<file path="src/verilog/hswk_pkg.sv">
// package for the halt/sleep wake-up clock control block
// assumes a single system clock domain and a plain register port
package hswk_pkg;
    // ------------------------------------------------------------
    // register map
    // ------------------------------------------------------------
    localparam logic [3:0] HSWK_ADDR_CFG = 4'h0;
    localparam logic [3:0] HSWK_ADDR_STATUS = 4'h1;
    localparam logic [3:0] HSWK_ADDR_WDT = 4'h2;
    // ------------------------------------------------------------
    // config field layout
    // ------------------------------------------------------------
    localparam int HSWK_SRC_LSB = 0;
    localparam int HSWK_DIV_LSB = 4;
    localparam int HSWK_WSRC_LSB = 8;
    localparam int HSWK_WDIV_LSB = 12;
    localparam int HSWK_RELOAD_BIT = 15;
    localparam logic [15:0] HSWK_CFG_RESET = 16'h0000;
    localparam logic [15:0] HSWK_CFG_MASK = 16'hB333;
    // ------------------------------------------------------------
    // watchdog
    // ------------------------------------------------------------
    localparam int HSWK_WDT_WIDTH = 10;
    localparam logic [15:0] HSWK_WDT_KICK = 16'hA5A5;
    localparam logic [15:0] HSWK_WDT_ENABLE = 16'h0001;
    localparam logic [15:0] HSWK_WDT_DISABLE = 16'h0000;
    // power modes
    typedef enum logic [1:0] {
        HSWK_RUN,
        HSWK_HALT,
        HSWK_SLEEP
    } hswk_mode_t;
endpackage

</file>
<file path="src/verilog/hswk_wdt.sv">
// watchdog counter: counts tick enables, requests reset on overflow
// assumes tick is a one-cycle enable from the same clock domain
`timescale 1ns/1ps
`default_nettype none
module hswk_wdt
    import hswk_pkg::*;
#(
    parameter int WIDTH = HSWK_WDT_WIDTH
) (
    input wire logic clock,
    input wire logic rst,
    input wire logic enable,
    input wire logic kick,
    input wire logic tick,
    output logic resetReq
);
    logic [WIDTH-1:0] count_q;

    // ------------------------------------------------------------
    // counter and overflow
    // ------------------------------------------------------------
    // overflow requests reset
    always_ff @(posedge clock) begin
        if (rst || kick || !enable) begin
            count_q <= '0;
            resetReq <= 1'b0;
        end else begin
            resetReq <= 1'b0;
            if (tick) begin
                count_q <= count_q + 1'b1;
                // no nmi option: overflow always means reset
                resetReq <= &count_q;
            end
        end
    end
endmodule
`default_nettype wire

</file>
<file path="src/verilog/hswk_top.sv">
// halt/sleep wake-up control with clock reload and watchdog
// assumes cpu mode requests and interrupt levels are same-clock logic
// Function
// any peripheral irq, nmi or debug irq in halt/sleep raises cancel
// wake-up happens whether or not the cpu accepts the interrupt
// at sleep wake-up, clock source loads from wake source field
// with reload enable clear, wake source field has no effect
// software must not pick a stopped source for wake-up
// software should clear reload rather than reprogram same values
// watchdog overflow always raises a reset request
// with reload enabled, clock divider loads from wake divider field; the code loads it only at sleep wake-up, not at halt wake-up
`timescale 1ns/1ps
`default_nettype none
module hswk_top
    import hswk_pkg::*;
#(
    parameter int IRQ_COUNT = 8,
    parameter int WDT_WIDTH = HSWK_WDT_WIDTH
) (
    input wire logic clock,
    input wire logic rst,
    input wire logic [3:0] regAddr,
    input wire logic [15:0] regWrData,
    input wire logic regWrite,
    input wire logic regRead,
    output logic [15:0] regRdData,
    input wire logic haltReq,
    input wire logic sleepReq,
    input wire logic [IRQ_COUNT-1:0] periphIrq,
    input wire logic nmiReq,
    input wire logic debugIrq,
    input wire logic wdtTick,
    output logic cancelPulse,
    output logic cpuRun,
    output logic [1:0] systemClockSourceSelect,
    output logic [1:0] systemClockDividerSelect,
    output logic wdtResetReq
);
    // ------------------------------------------------------------
    // state
    // ------------------------------------------------------------
    hswk_mode_t mode_q;
    logic [15:0] cfg_q;
    logic wdtEnable_q;
    logic wakeSeen_q;
    logic wdtKick;
    logic wdtReq;
    logic wakeEvent;
    logic reloadNow;

    function automatic logic [1:0] fieldAt(input logic [15:0] w,
                                           input int lsb);
        fieldAt = w[lsb +: 2];
    endfunction

    // any source raises cancel
    // no gating by cpu acceptance
    assign wakeEvent = (|periphIrq) | nmiReq | debugIrq;
    // reload only with enable set
    assign reloadNow = (mode_q == HSWK_SLEEP) && wakeEvent
                       && cfg_q[HSWK_RELOAD_BIT];
    assign wdtKick = regWrite && (regAddr == HSWK_ADDR_WDT)
                     && (regWrData == HSWK_WDT_KICK);

    // ------------------------------------------------------------
    // operating mode
    // ------------------------------------------------------------
    // cancel ends halt or sleep
    always_ff @(posedge clock) begin
        if (rst) begin
            mode_q <= HSWK_RUN;
            cancelPulse <= 1'b0;
            cpuRun <= 1'b1;
        end else begin
            cancelPulse <= 1'b0;
            case (mode_q)
                HSWK_RUN: begin
                    // sleep wins if both requested in one cycle
                    if (sleepReq) begin
                        mode_q <= HSWK_SLEEP;
                        cpuRun <= 1'b0;
                    end else if (haltReq) begin
                        mode_q <= HSWK_HALT;
                        cpuRun <= 1'b0;
                    end
                end
                HSWK_HALT, HSWK_SLEEP: begin
                    if (wakeEvent) begin
                        mode_q <= HSWK_RUN;
                        cancelPulse <= 1'b1;
                        cpuRun <= 1'b1;
                    end
                end
                default: begin
                    mode_q <= HSWK_RUN;
                    cpuRun <= 1'b1;
                end
            endcase
        end
    end

    // ------------------------------------------------------------
    // clock configuration register
    // ------------------------------------------------------------
    // hardware reload wins over a write in the same cycle
    always_ff @(posedge clock) begin
        if (rst) begin
            cfg_q <= HSWK_CFG_RESET;
        end else if (reloadNow) begin
            // source from wake field
            cfg_q[HSWK_SRC_LSB +: 2] <= fieldAt(cfg_q, HSWK_WSRC_LSB);
            // divider from wake field
            cfg_q[HSWK_DIV_LSB +: 2] <= fieldAt(cfg_q, HSWK_WDIV_LSB);
        end else if (regWrite && regAddr == HSWK_ADDR_CFG) begin
            // stopped sources are software's concern
            cfg_q <= regWrData & HSWK_CFG_MASK;
        end
    end

    // drive clock selects from registers
    always_ff @(posedge clock) begin
        if (rst) begin
            systemClockSourceSelect <= HSWK_CFG_RESET[HSWK_SRC_LSB +: 2];
            systemClockDividerSelect <= HSWK_CFG_RESET[HSWK_DIV_LSB +: 2];
        end else if (reloadNow) begin
            systemClockSourceSelect <= fieldAt(cfg_q, HSWK_WSRC_LSB);
            systemClockDividerSelect <= fieldAt(cfg_q, HSWK_WDIV_LSB);
        end else if (regWrite && regAddr == HSWK_ADDR_CFG) begin
            systemClockSourceSelect <= regWrData[HSWK_SRC_LSB +: 2];
            systemClockDividerSelect <= regWrData[HSWK_DIV_LSB +: 2];
        end
    end

    // ------------------------------------------------------------
    // watchdog control and status
    // ------------------------------------------------------------
    // enable and disable codes via register; any other written value leaves it alone
    always_ff @(posedge clock) begin
        if (rst) begin
            wdtEnable_q <= 1'b0;
        end else if (regWrite && regAddr == HSWK_ADDR_WDT) begin
            if (regWrData == HSWK_WDT_ENABLE) begin
                wdtEnable_q <= 1'b1;
            end else if (regWrData == HSWK_WDT_DISABLE) begin
                wdtEnable_q <= 1'b0;
            end
        end
    end

    // sticky wake flag: set wins over clear
    always_ff @(posedge clock) begin
        if (rst) begin
            wakeSeen_q <= 1'b0;
        end else if (cancelPulse) begin
            wakeSeen_q <= 1'b1;
        end else if (regWrite && regAddr == HSWK_ADDR_STATUS
                     && regWrData[0]) begin
            wakeSeen_q <= 1'b0;
        end
    end

    hswk_wdt #(
        .WIDTH(WDT_WIDTH)
    ) wdtInst (
        .clock(clock),
        .rst(rst),
        .enable(wdtEnable_q),
        .kick(wdtKick),
        .tick(wdtTick),
        .resetReq(wdtReq)
    );

    // reset request registered out
    always_ff @(posedge clock) begin
        if (rst) begin
            wdtResetReq <= 1'b0;
        end else begin
            wdtResetReq <= wdtReq;
        end
    end

    // ------------------------------------------------------------
    // read port
    // ------------------------------------------------------------
    // data valid only the cycle after the strobe; zero otherwise
    always_ff @(posedge clock) begin
        if (rst) begin
            regRdData <= 16'h0000;
        end else if (regRead) begin
            case (regAddr)
                HSWK_ADDR_CFG: regRdData <= cfg_q;
                HSWK_ADDR_STATUS: regRdData <= {13'h0000,
                                                mode_q, wakeSeen_q};
                HSWK_ADDR_WDT: regRdData <= {15'h0000, wdtEnable_q};
                default: regRdData <= 16'h0000;
            endcase
        end else begin
            regRdData <= 16'h0000;
        end
    end
endmodule
`default_nettype wire

</file>
<file path="config.mk">
export PLATFORM = sky130hd
export DESIGN_NAME = hswk_top
export DESIGN_NICKNAME = d
export VERILOG_FILES = /design/src/verilog/hswk_pkg.sv /design/src/verilog/hswk_wdt.sv /design/src/verilog/hswk_top.sv
export SDC_FILE = /design/constraint.sdc
export NUM_CORES = 1
export LEC_CHECK = 0
export BUFFER_PORTS_ARGS = -buffer_cell sky130_fd_sc_hd__buf_2
export CORE_ASPECT_RATIO = 2
export CORE_MARGIN = 3
export CORE_UTILIZATION = 45
export DETAILED_ROUTE_END_ITERATION = 8
export PLACE_DENSITY = 0.83
export SLEW_MARGIN = 20
export SYNTH_ARGS = -nofsm -noshare
export SYNTH_HDL_FRONTEND = slang
export SYNTH_SLANG_ARGS = --single-unit
</file>
<file path="constraint.sdc">
create_clock -name clock -period 1.5 [get_ports clock]
set_clock_uncertainty 0.1 [all_clocks]
set_input_delay 0.075 -clock clock [delete_from_list [all_inputs] [get_ports clock]]
set_output_delay 0.075 -clock clock [all_outputs]
set_load 0.01 [all_outputs]
</file>
==> summary.md, run 1 <==
| Metric | Value |
|---|---|
| Outcome | completed |
| Family with the most delay on the worst path | flip-flops |
| GRT Overall Usage | 19.2% |
| Setup_tns | 0 ns |
| Crit start category | flop |
| Synth Flop Type | dfxtp_1 |
| Post-route setup slack | 0.0584 ns |
| Cells after synthesis | 180 |
| Mapped Avg Cell Area | 9.31 um^2 |
| Starting DRT DRC Count | 19 |
| Share of flip-flops with an asynchronous set or reset | 0% |
| Pwr Density | 825 nW/um^2 |
| Hold Fails Final Rpt | 0 |
| Final critical-path share of the clock period | 96.1% |
| Worst r2r src | mode_q[1]$_SDFFE_PP0P_ |
| Max_cap viols | 0 |
| Yosys warning count | 0 |
| FF-to-FF path depth | 5 |
| Root Driver | clkbuf_8 |
| Crit-path max FO | 6 |
| Initial antenna violation count | 0 |
| Die W | 49.1 um |
| FP Rows | 30 |
| Die Y | 92.3 um |
| # clock sinks | 37 |
| Final count of negative-setup-slack endpoints | 0 |
| Core area | 3490 um^2 |
| Fill count | 288 |
| Final wirelength | 4140 um |
| CP required | 1.58 ns |
| Syn Std Cell Area | 1680 um^2 |
| Placer Congestion | 0.839 |
| Setup CP Type | flop to flop |
| Port Buffers | 53 |
| Vias | 1,552 |
| Synthesized flop and latch total | 37 |
| Number of diodes | 0 |
| DP Wirelength | 3200 um |
| Register area share after synthesis | 44.2% |
| Crit-path cells | inv_2, ha_4, nand4_1, a21o_1, and3_1 |
| Vias/cell | 5.01 |
| CP bufs+invs | 1 |
| Leak | 0.999 nW |
| Hold Crit Start | regWrData[10] |
| Hold Crit Class | input pin to flop |
| Most common cell after layout, fill and taps aside | buf_2 |
| Clk Latency, worst-skew pair | 0.29 ns |
| Crit end category | flop |
| Max stage delay on crit path | 0.35 ns |
| Final nets | 301 |
| Reg-to-reg slack, setup | 0.06 ns |
| Hold endpoint | wdtEnable_q$_SDFFE_PP0P_ |
| Starting Density | 48.0% |
| CTS buffer count | 5 |
| CTS tree | built |
| Layout Area Growth over Synthesis | 35.6% |
| Vias in the first global route | 1,642 |
| Reg-to-reg endpoint | mode_q[0]$_SDFFE_PP0P_ |
| DRC | 0 |
| FMAX | 694 MHz |
| Pre-CTS setup slack | -0.0458 ns |
| Share of cells above drive strength 1 | 37.0% |
| Total gr overflow | 0 |
| Final core utilization | 65.1% |
| Critical Path AT | 1.52 ns |
| Final instance area | 2270 um^2 |
| Drt first pass iters | 4 |
| I/O pin cnt | 60 |
| First-pass GRT wire length | 6780 um |
| Slowest CP cell | dfxtp_2 |
| DR WL/cell | 13.3 um |
| CTS H-tree lvls | 2 |
| Min cycle time layout | 1.44 ns |
| Cell Count, Final, Fillers Out | 310 |
| Most frequent cells in the layout | 53 x buf_2, 34 x dfxtp_1, 23 x nor2_1, 23 x buf_4, 12 x nand2_1 |
| Pin count of the biggest net entering global routing | 13 |
| Inst Count DP | 291 |
| Distinct cells, synth | 36 |
| Post-synth EDFFs | 0 |
| Clk slew on worst S/H paths | 0.07 ns |
| Placed cell area | 2060 um^2 |
| Clk buf depth | 2 |
| Hold Crit Depth | 4 |
| DRT antenna net count | 0 |
| VDD IR-drop max | 0.000664 V |
| Slew Limit Fails | 0 |
| Die area | 4540 um^2 |
worst register-to-register path, stage by stage (launching register included):
cell	delay [ns]
dfxtp_2	0.35
inv_2	0.05
ha_4	0.26
nand4_1	0.20
a21o_1	0.24
and3_1	0.14
metrics by stage:
step	hold slack, ns	total power [mW]
after floorplan	0.0957	1.11
after global placement	0.225	1.20
after detailed placement	0.233	1.20
after CTS	0.0118	1.87
after global routing	0.0275	1.96
final	0.00788	1.87
layout make-up:
type,count,area [um^2],area share [%]
Multi-Input combinational cell,127,847,37.3
Sequential cell,37,744,32.8
Timing Repair Buffer,84,518,22.8
Clock buffer,8,80.1,3.52
Tap cell,48,60.1,2.64
Inverter,6,22.5,0.991
timing repair:
item / in CTS / in global routing
pin swaps: 1 / 3
resized for setup: 4 / 6
endpoints found under the setup margin: 3 / 8
hold buffers: 8 / 0
hold endpoints to repair: 7 / 0
setup buffers: 0 / 3
cells in the mapped netlist, types with 3 or more instances:
cell / count / area share [%]
a211oi_2: 4 / 3.0
nor2b_1: 3 / 1.1
inv_1: 6 / 1.3
xor2_1: 4 / 2.1
nand3_1: 5 / 1.5
nor4_1: 4 / 1.5
buf_4: 11 / 4.9
nor3_1: 4 / 1.2
xnor2_1: 5 / 2.6
o21ai_0: 7 / 2.1
nor2_1: 23 / 5.2
ha_1: 3 / 2.2
mux2i_1: 7 / 4.2
dfxtp_1: 37 / 44
and3_1: 4 / 1.5
and2_1: 8 / 3.0
nand2_1: 12 / 2.7
nand4_1: 11 / 4.1
where the power goes:
part | internal (mW) | switching (mW) | leakage (nW)
Combinational | 0.106 | 0.101 | 0.659
Sequential | 0.998 | 0.00995 | 0.300
Clock | 0.330 | 0.330 | 0.0395
Total | 1.43 | 0.441 | 0.999
registers in the layout (all words and copies together), names as in the netlist, 2 cells and up:
signal and flops:
wdtInst.count_q 10, mode_q 2, cfg_q 9, regRdData 10
logic make-up (layout without fill, tap and decap cells):
group           Yosys count  after routing  synth area share (%)
mux                       7              7                  4.18
buf+inv                  21             98                  8.07
flops                    37             37                  44.2
compound gates           21             21                  10.8
xor+xnor                  9              9                  4.70
simple gates             81             81                  25.6
fa+ha+maj                 3              3                  2.24
other cells               1              6                 0.224
per-layer routing:
layer  wire, um  up-vias  part of all wire [%]  track usage [%]
li1           -      770                     -                -
met1       1400      712                    34             16.8
met2       2390       56                    58             37.4
met3        213       14                   5.1             4.03
met4        133        0                   3.2             11.9
met5          0        -                     0                0
worst max-delay path by stage:
stage | cells past startpoint | endpoint | from
2_1_floorplan | 5 | cpuRun$_SDFFE_PP1P_ | mode_q[0]$_SDFFE_PP0P_
3_3_place_gp | 7 | wdtInst.resetReq$_SDFF_PP0_ | regAddr[0]
3_5_place_dp | 7 | wdtInst.count_q[0]$_SDFFE_PP0P_ | regAddr[0]
4_1_cts | 4 | cpuRun$_SDFFE_PP1P_ | mode_q[0]$_SDFFE_PP0P_
5_1_grt | 4 | cpuRun$_SDFFE_PP1P_ | mode_q[1]$_SDFFE_PP0P_
6_report | 5 | mode_q[0]$_SDFFE_PP0P_ | mode_q[1]$_SDFFE_PP0P_
Note: power is estimated with default switching activity, not from simulation.
==> inputs of run 2 (changes only) <==
Settings changed: CORE_MARGIN 3 to 2, SLEW_MARGIN 20 to default.
==> run 2 against run 1 <==
Against the previous run: core utilization fell by 2.5 points; critical path type unchanged; sequential cell count did not move; register-to-register slack hardly changed; combinational power shrank 3%; critical path depth down 1; sequential share of layout area is 0.20 points higher; sequential power about the same; hold slack got worse by 0.00080 ns; final area down 0.61%; non-clock buffer count is 4 lower; setup slack got worse by 0.012 ns.
==> summary.md, run 2 (synthesis gave the netlist of run 1 again) <==
| Metric | Value |
|---|---|
| Slowest CP cell | a221o_1 |
| Most frequent cells in the layout | 53 x buf_2, 34 x dfxtp_1, 23 x nor2_1 |
| Family with the most delay on the worst path | compound AO/OA/AOI/OAI gates |
| Seq pwr share | 53.3% |
| DR WL/cell | 13.3 um |
| CTS buffer count | 5 |
| Clk slew on worst S/H paths | 0.07 ns |
| CP bufs+invs | 1 |
| Max stage delay on crit path | 0.38 ns |
| First-pass GRT wire length | 6460 um |
| Starting DRT DRC Count | 13 |
| Pwr Density | 836 nW/um^2 |
| Most common cell after layout, fill and taps aside | buf_2 |
| Int Pwr | 1.42 mW |
| Critical Path AT | 1.54 ns |
| Share of cells above drive strength 1 | 37.5% |
| CTS tree | built |
| Crit start category | flop |
| DRC | 0 |
| Die W | 47.1 um |
| Die area | 4260 um^2 |
| DRT antenna net count | 0 |
| Vias/cell | 5.11 |
| Placer Congestion | 0.821 |
| Core area | 3610 um^2 |
| Outcome | completed |
| Switching pwr | 469 uW |
| Reg-to-reg slack, setup | 0.05 ns |
| Hold Crit Class | input pin to flop |
| Starting Density | 46.4% |
| VDD IR-drop max | 0.000770 V |
| Vias | 1,574 |
| Hold Fails Final Rpt | 0 |
| Max_cap viols | 0 |
| Top flop regs | regRdData: 10 flops, wdtInst.count_q: 10 flops, cfg_q: 9 flops |
| Final core utilization | 62.6% |
| Leak | 0.987 nW |
| CTS H-tree lvls | 2 |
| Setup CP Type | flop to flop |
| Power share of the combinational group | 10.6% |
| Crit-path cells | inv_2, ha_4, nand4_1, a221o_1 |
| Crit end category | flop |
| RSZ-0062 raised after global routing | yes |
| Number of diodes | 0 |
| I/O pin cnt | 60 |
| GRT Overall Usage | 20.8% |
| Layout Area Growth over Synthesis | 34.8% |
| FMAX | 688 MHz |
| Final critical-path share of the clock period | 96.9% |
| Port Buffers | 53 |
| Worst hold slack | 0.00707 ns |
| Clk Latency, worst-skew pair | 0.29 ns |
| Seq. cell area | 744 um^2 |
| Final wirelength | 4090 um |
| Die Y | 90.3 um |
| Drt first pass iters | 4 |
| FP Rows | 31 |
| Multi-input logic area | 856 um^2 |
| Tot Pwr | 1.89 mW |
| Total gr overflow | 0 |
| Slew Limit Fails | 0 |
| Final count of negative-setup-slack endpoints | 0 |
| Clk buf depth | 2 |
| # clock sinks | 37 |
| Crit-path max FO | 6 |
| Initial antenna violation count | 0 |
| Clock power share | 36.1% |
| Final nets | 298 |
| Switching fraction of total power | 24.9% |
| DP Wirelength | 3020 um |
| Fill count | 336 |
| Pin count of the biggest net entering global routing | 14 |
| CP required | 1.59 ns |
| Root Driver | clkbuf_8 |
| Min cycle time layout | 1.45 ns |
| Vias in the first global route | 1,533 |
-- run 2: final timing paths --
check / cells past startpoint / startpoint / to
max: 4 / mode_q[1]$_SDFFE_PP0P_ / cpuRun$_SDFFE_PP1P_
min: 4 / regWrData[10] / wdtEnable_q$_SDFFE_PP0P_
max reg2reg: 4 / mode_q[1]$_SDFFE_PP0P_ / cpuRun$_SDFFE_PP1P_
min reg2reg: 1 / wdtInst.resetReq$_SDFF_PP0_ / wdtResetReq$_SDFF_PP0_
-- run 2: worst reg2reg max path: cells and delay by family (launching register included) --
kind | cells | cell delay [ns]
adders and majority gates | 1 | 0.25
and+or+nand+nor | 1 | 0.20
AOI/OAI and AO/OA | 1 | 0.38
DFF | 1 | 0.36
buffers and inverters | 1 | 0.06
-- run 2: final cells by class --
| cell class | instances | share of cell area (%) |
|---|---|---|
| Multi-Input combinational cell | 128 | 37.9 |
| Clock buffer | 5 | 3.05 |
| Clock inverter | 3 | 0.776 |
| Inverter | 6 | 0.997 |
| Tap cell | 49 | 2.71 |
| Timing Repair Buffer | 80 | 21.6 |
| Sequential cell | 37 | 33.0 |
-- run 2: power groups by stage --
stage          clock network, mW  registers [mW]  logic (mW)
2_1_floorplan                  0            1.03      0.0853
3_3_place_gp                   0            1.03       0.163
3_5_place_dp                   0            1.03       0.167
4_1_cts                    0.702            1.01       0.186
5_1_grt                    0.731            1.01       0.220
6_report                   0.682            1.01       0.200
-- run 2: per-layer routing --
metal	routed length, um	part of all wire, %	global-route usage, %
met1	1430	35	20.1
met5	0	0	0
met2	2410	59	38.1
met3	170	4.2	3.40
met4	85	2.1	9.95
-- run 2: through the flow --
step	instance area, um^2	worst slack [ns]	TNS [ns]	instances
floorplan	1690	0.0873	0	185
global placement	2020	0.0204	0	287
detailed placement	2020	-0.0377	-0.0554	287
CTS	2200	0.0000444	0	304
global route	2260	-0.0264	-0.0468	308
finish	2260	0.0468	0	308
-- run 2: repair_timing --
action,CTS,global route
pin swaps,1,3
cloned,0,1
hold buffers,8,0
setup buffers,2,3
gates resized for setup,4,8
setup endpoints to repair,4,9
hold endpoints to repair,7,0
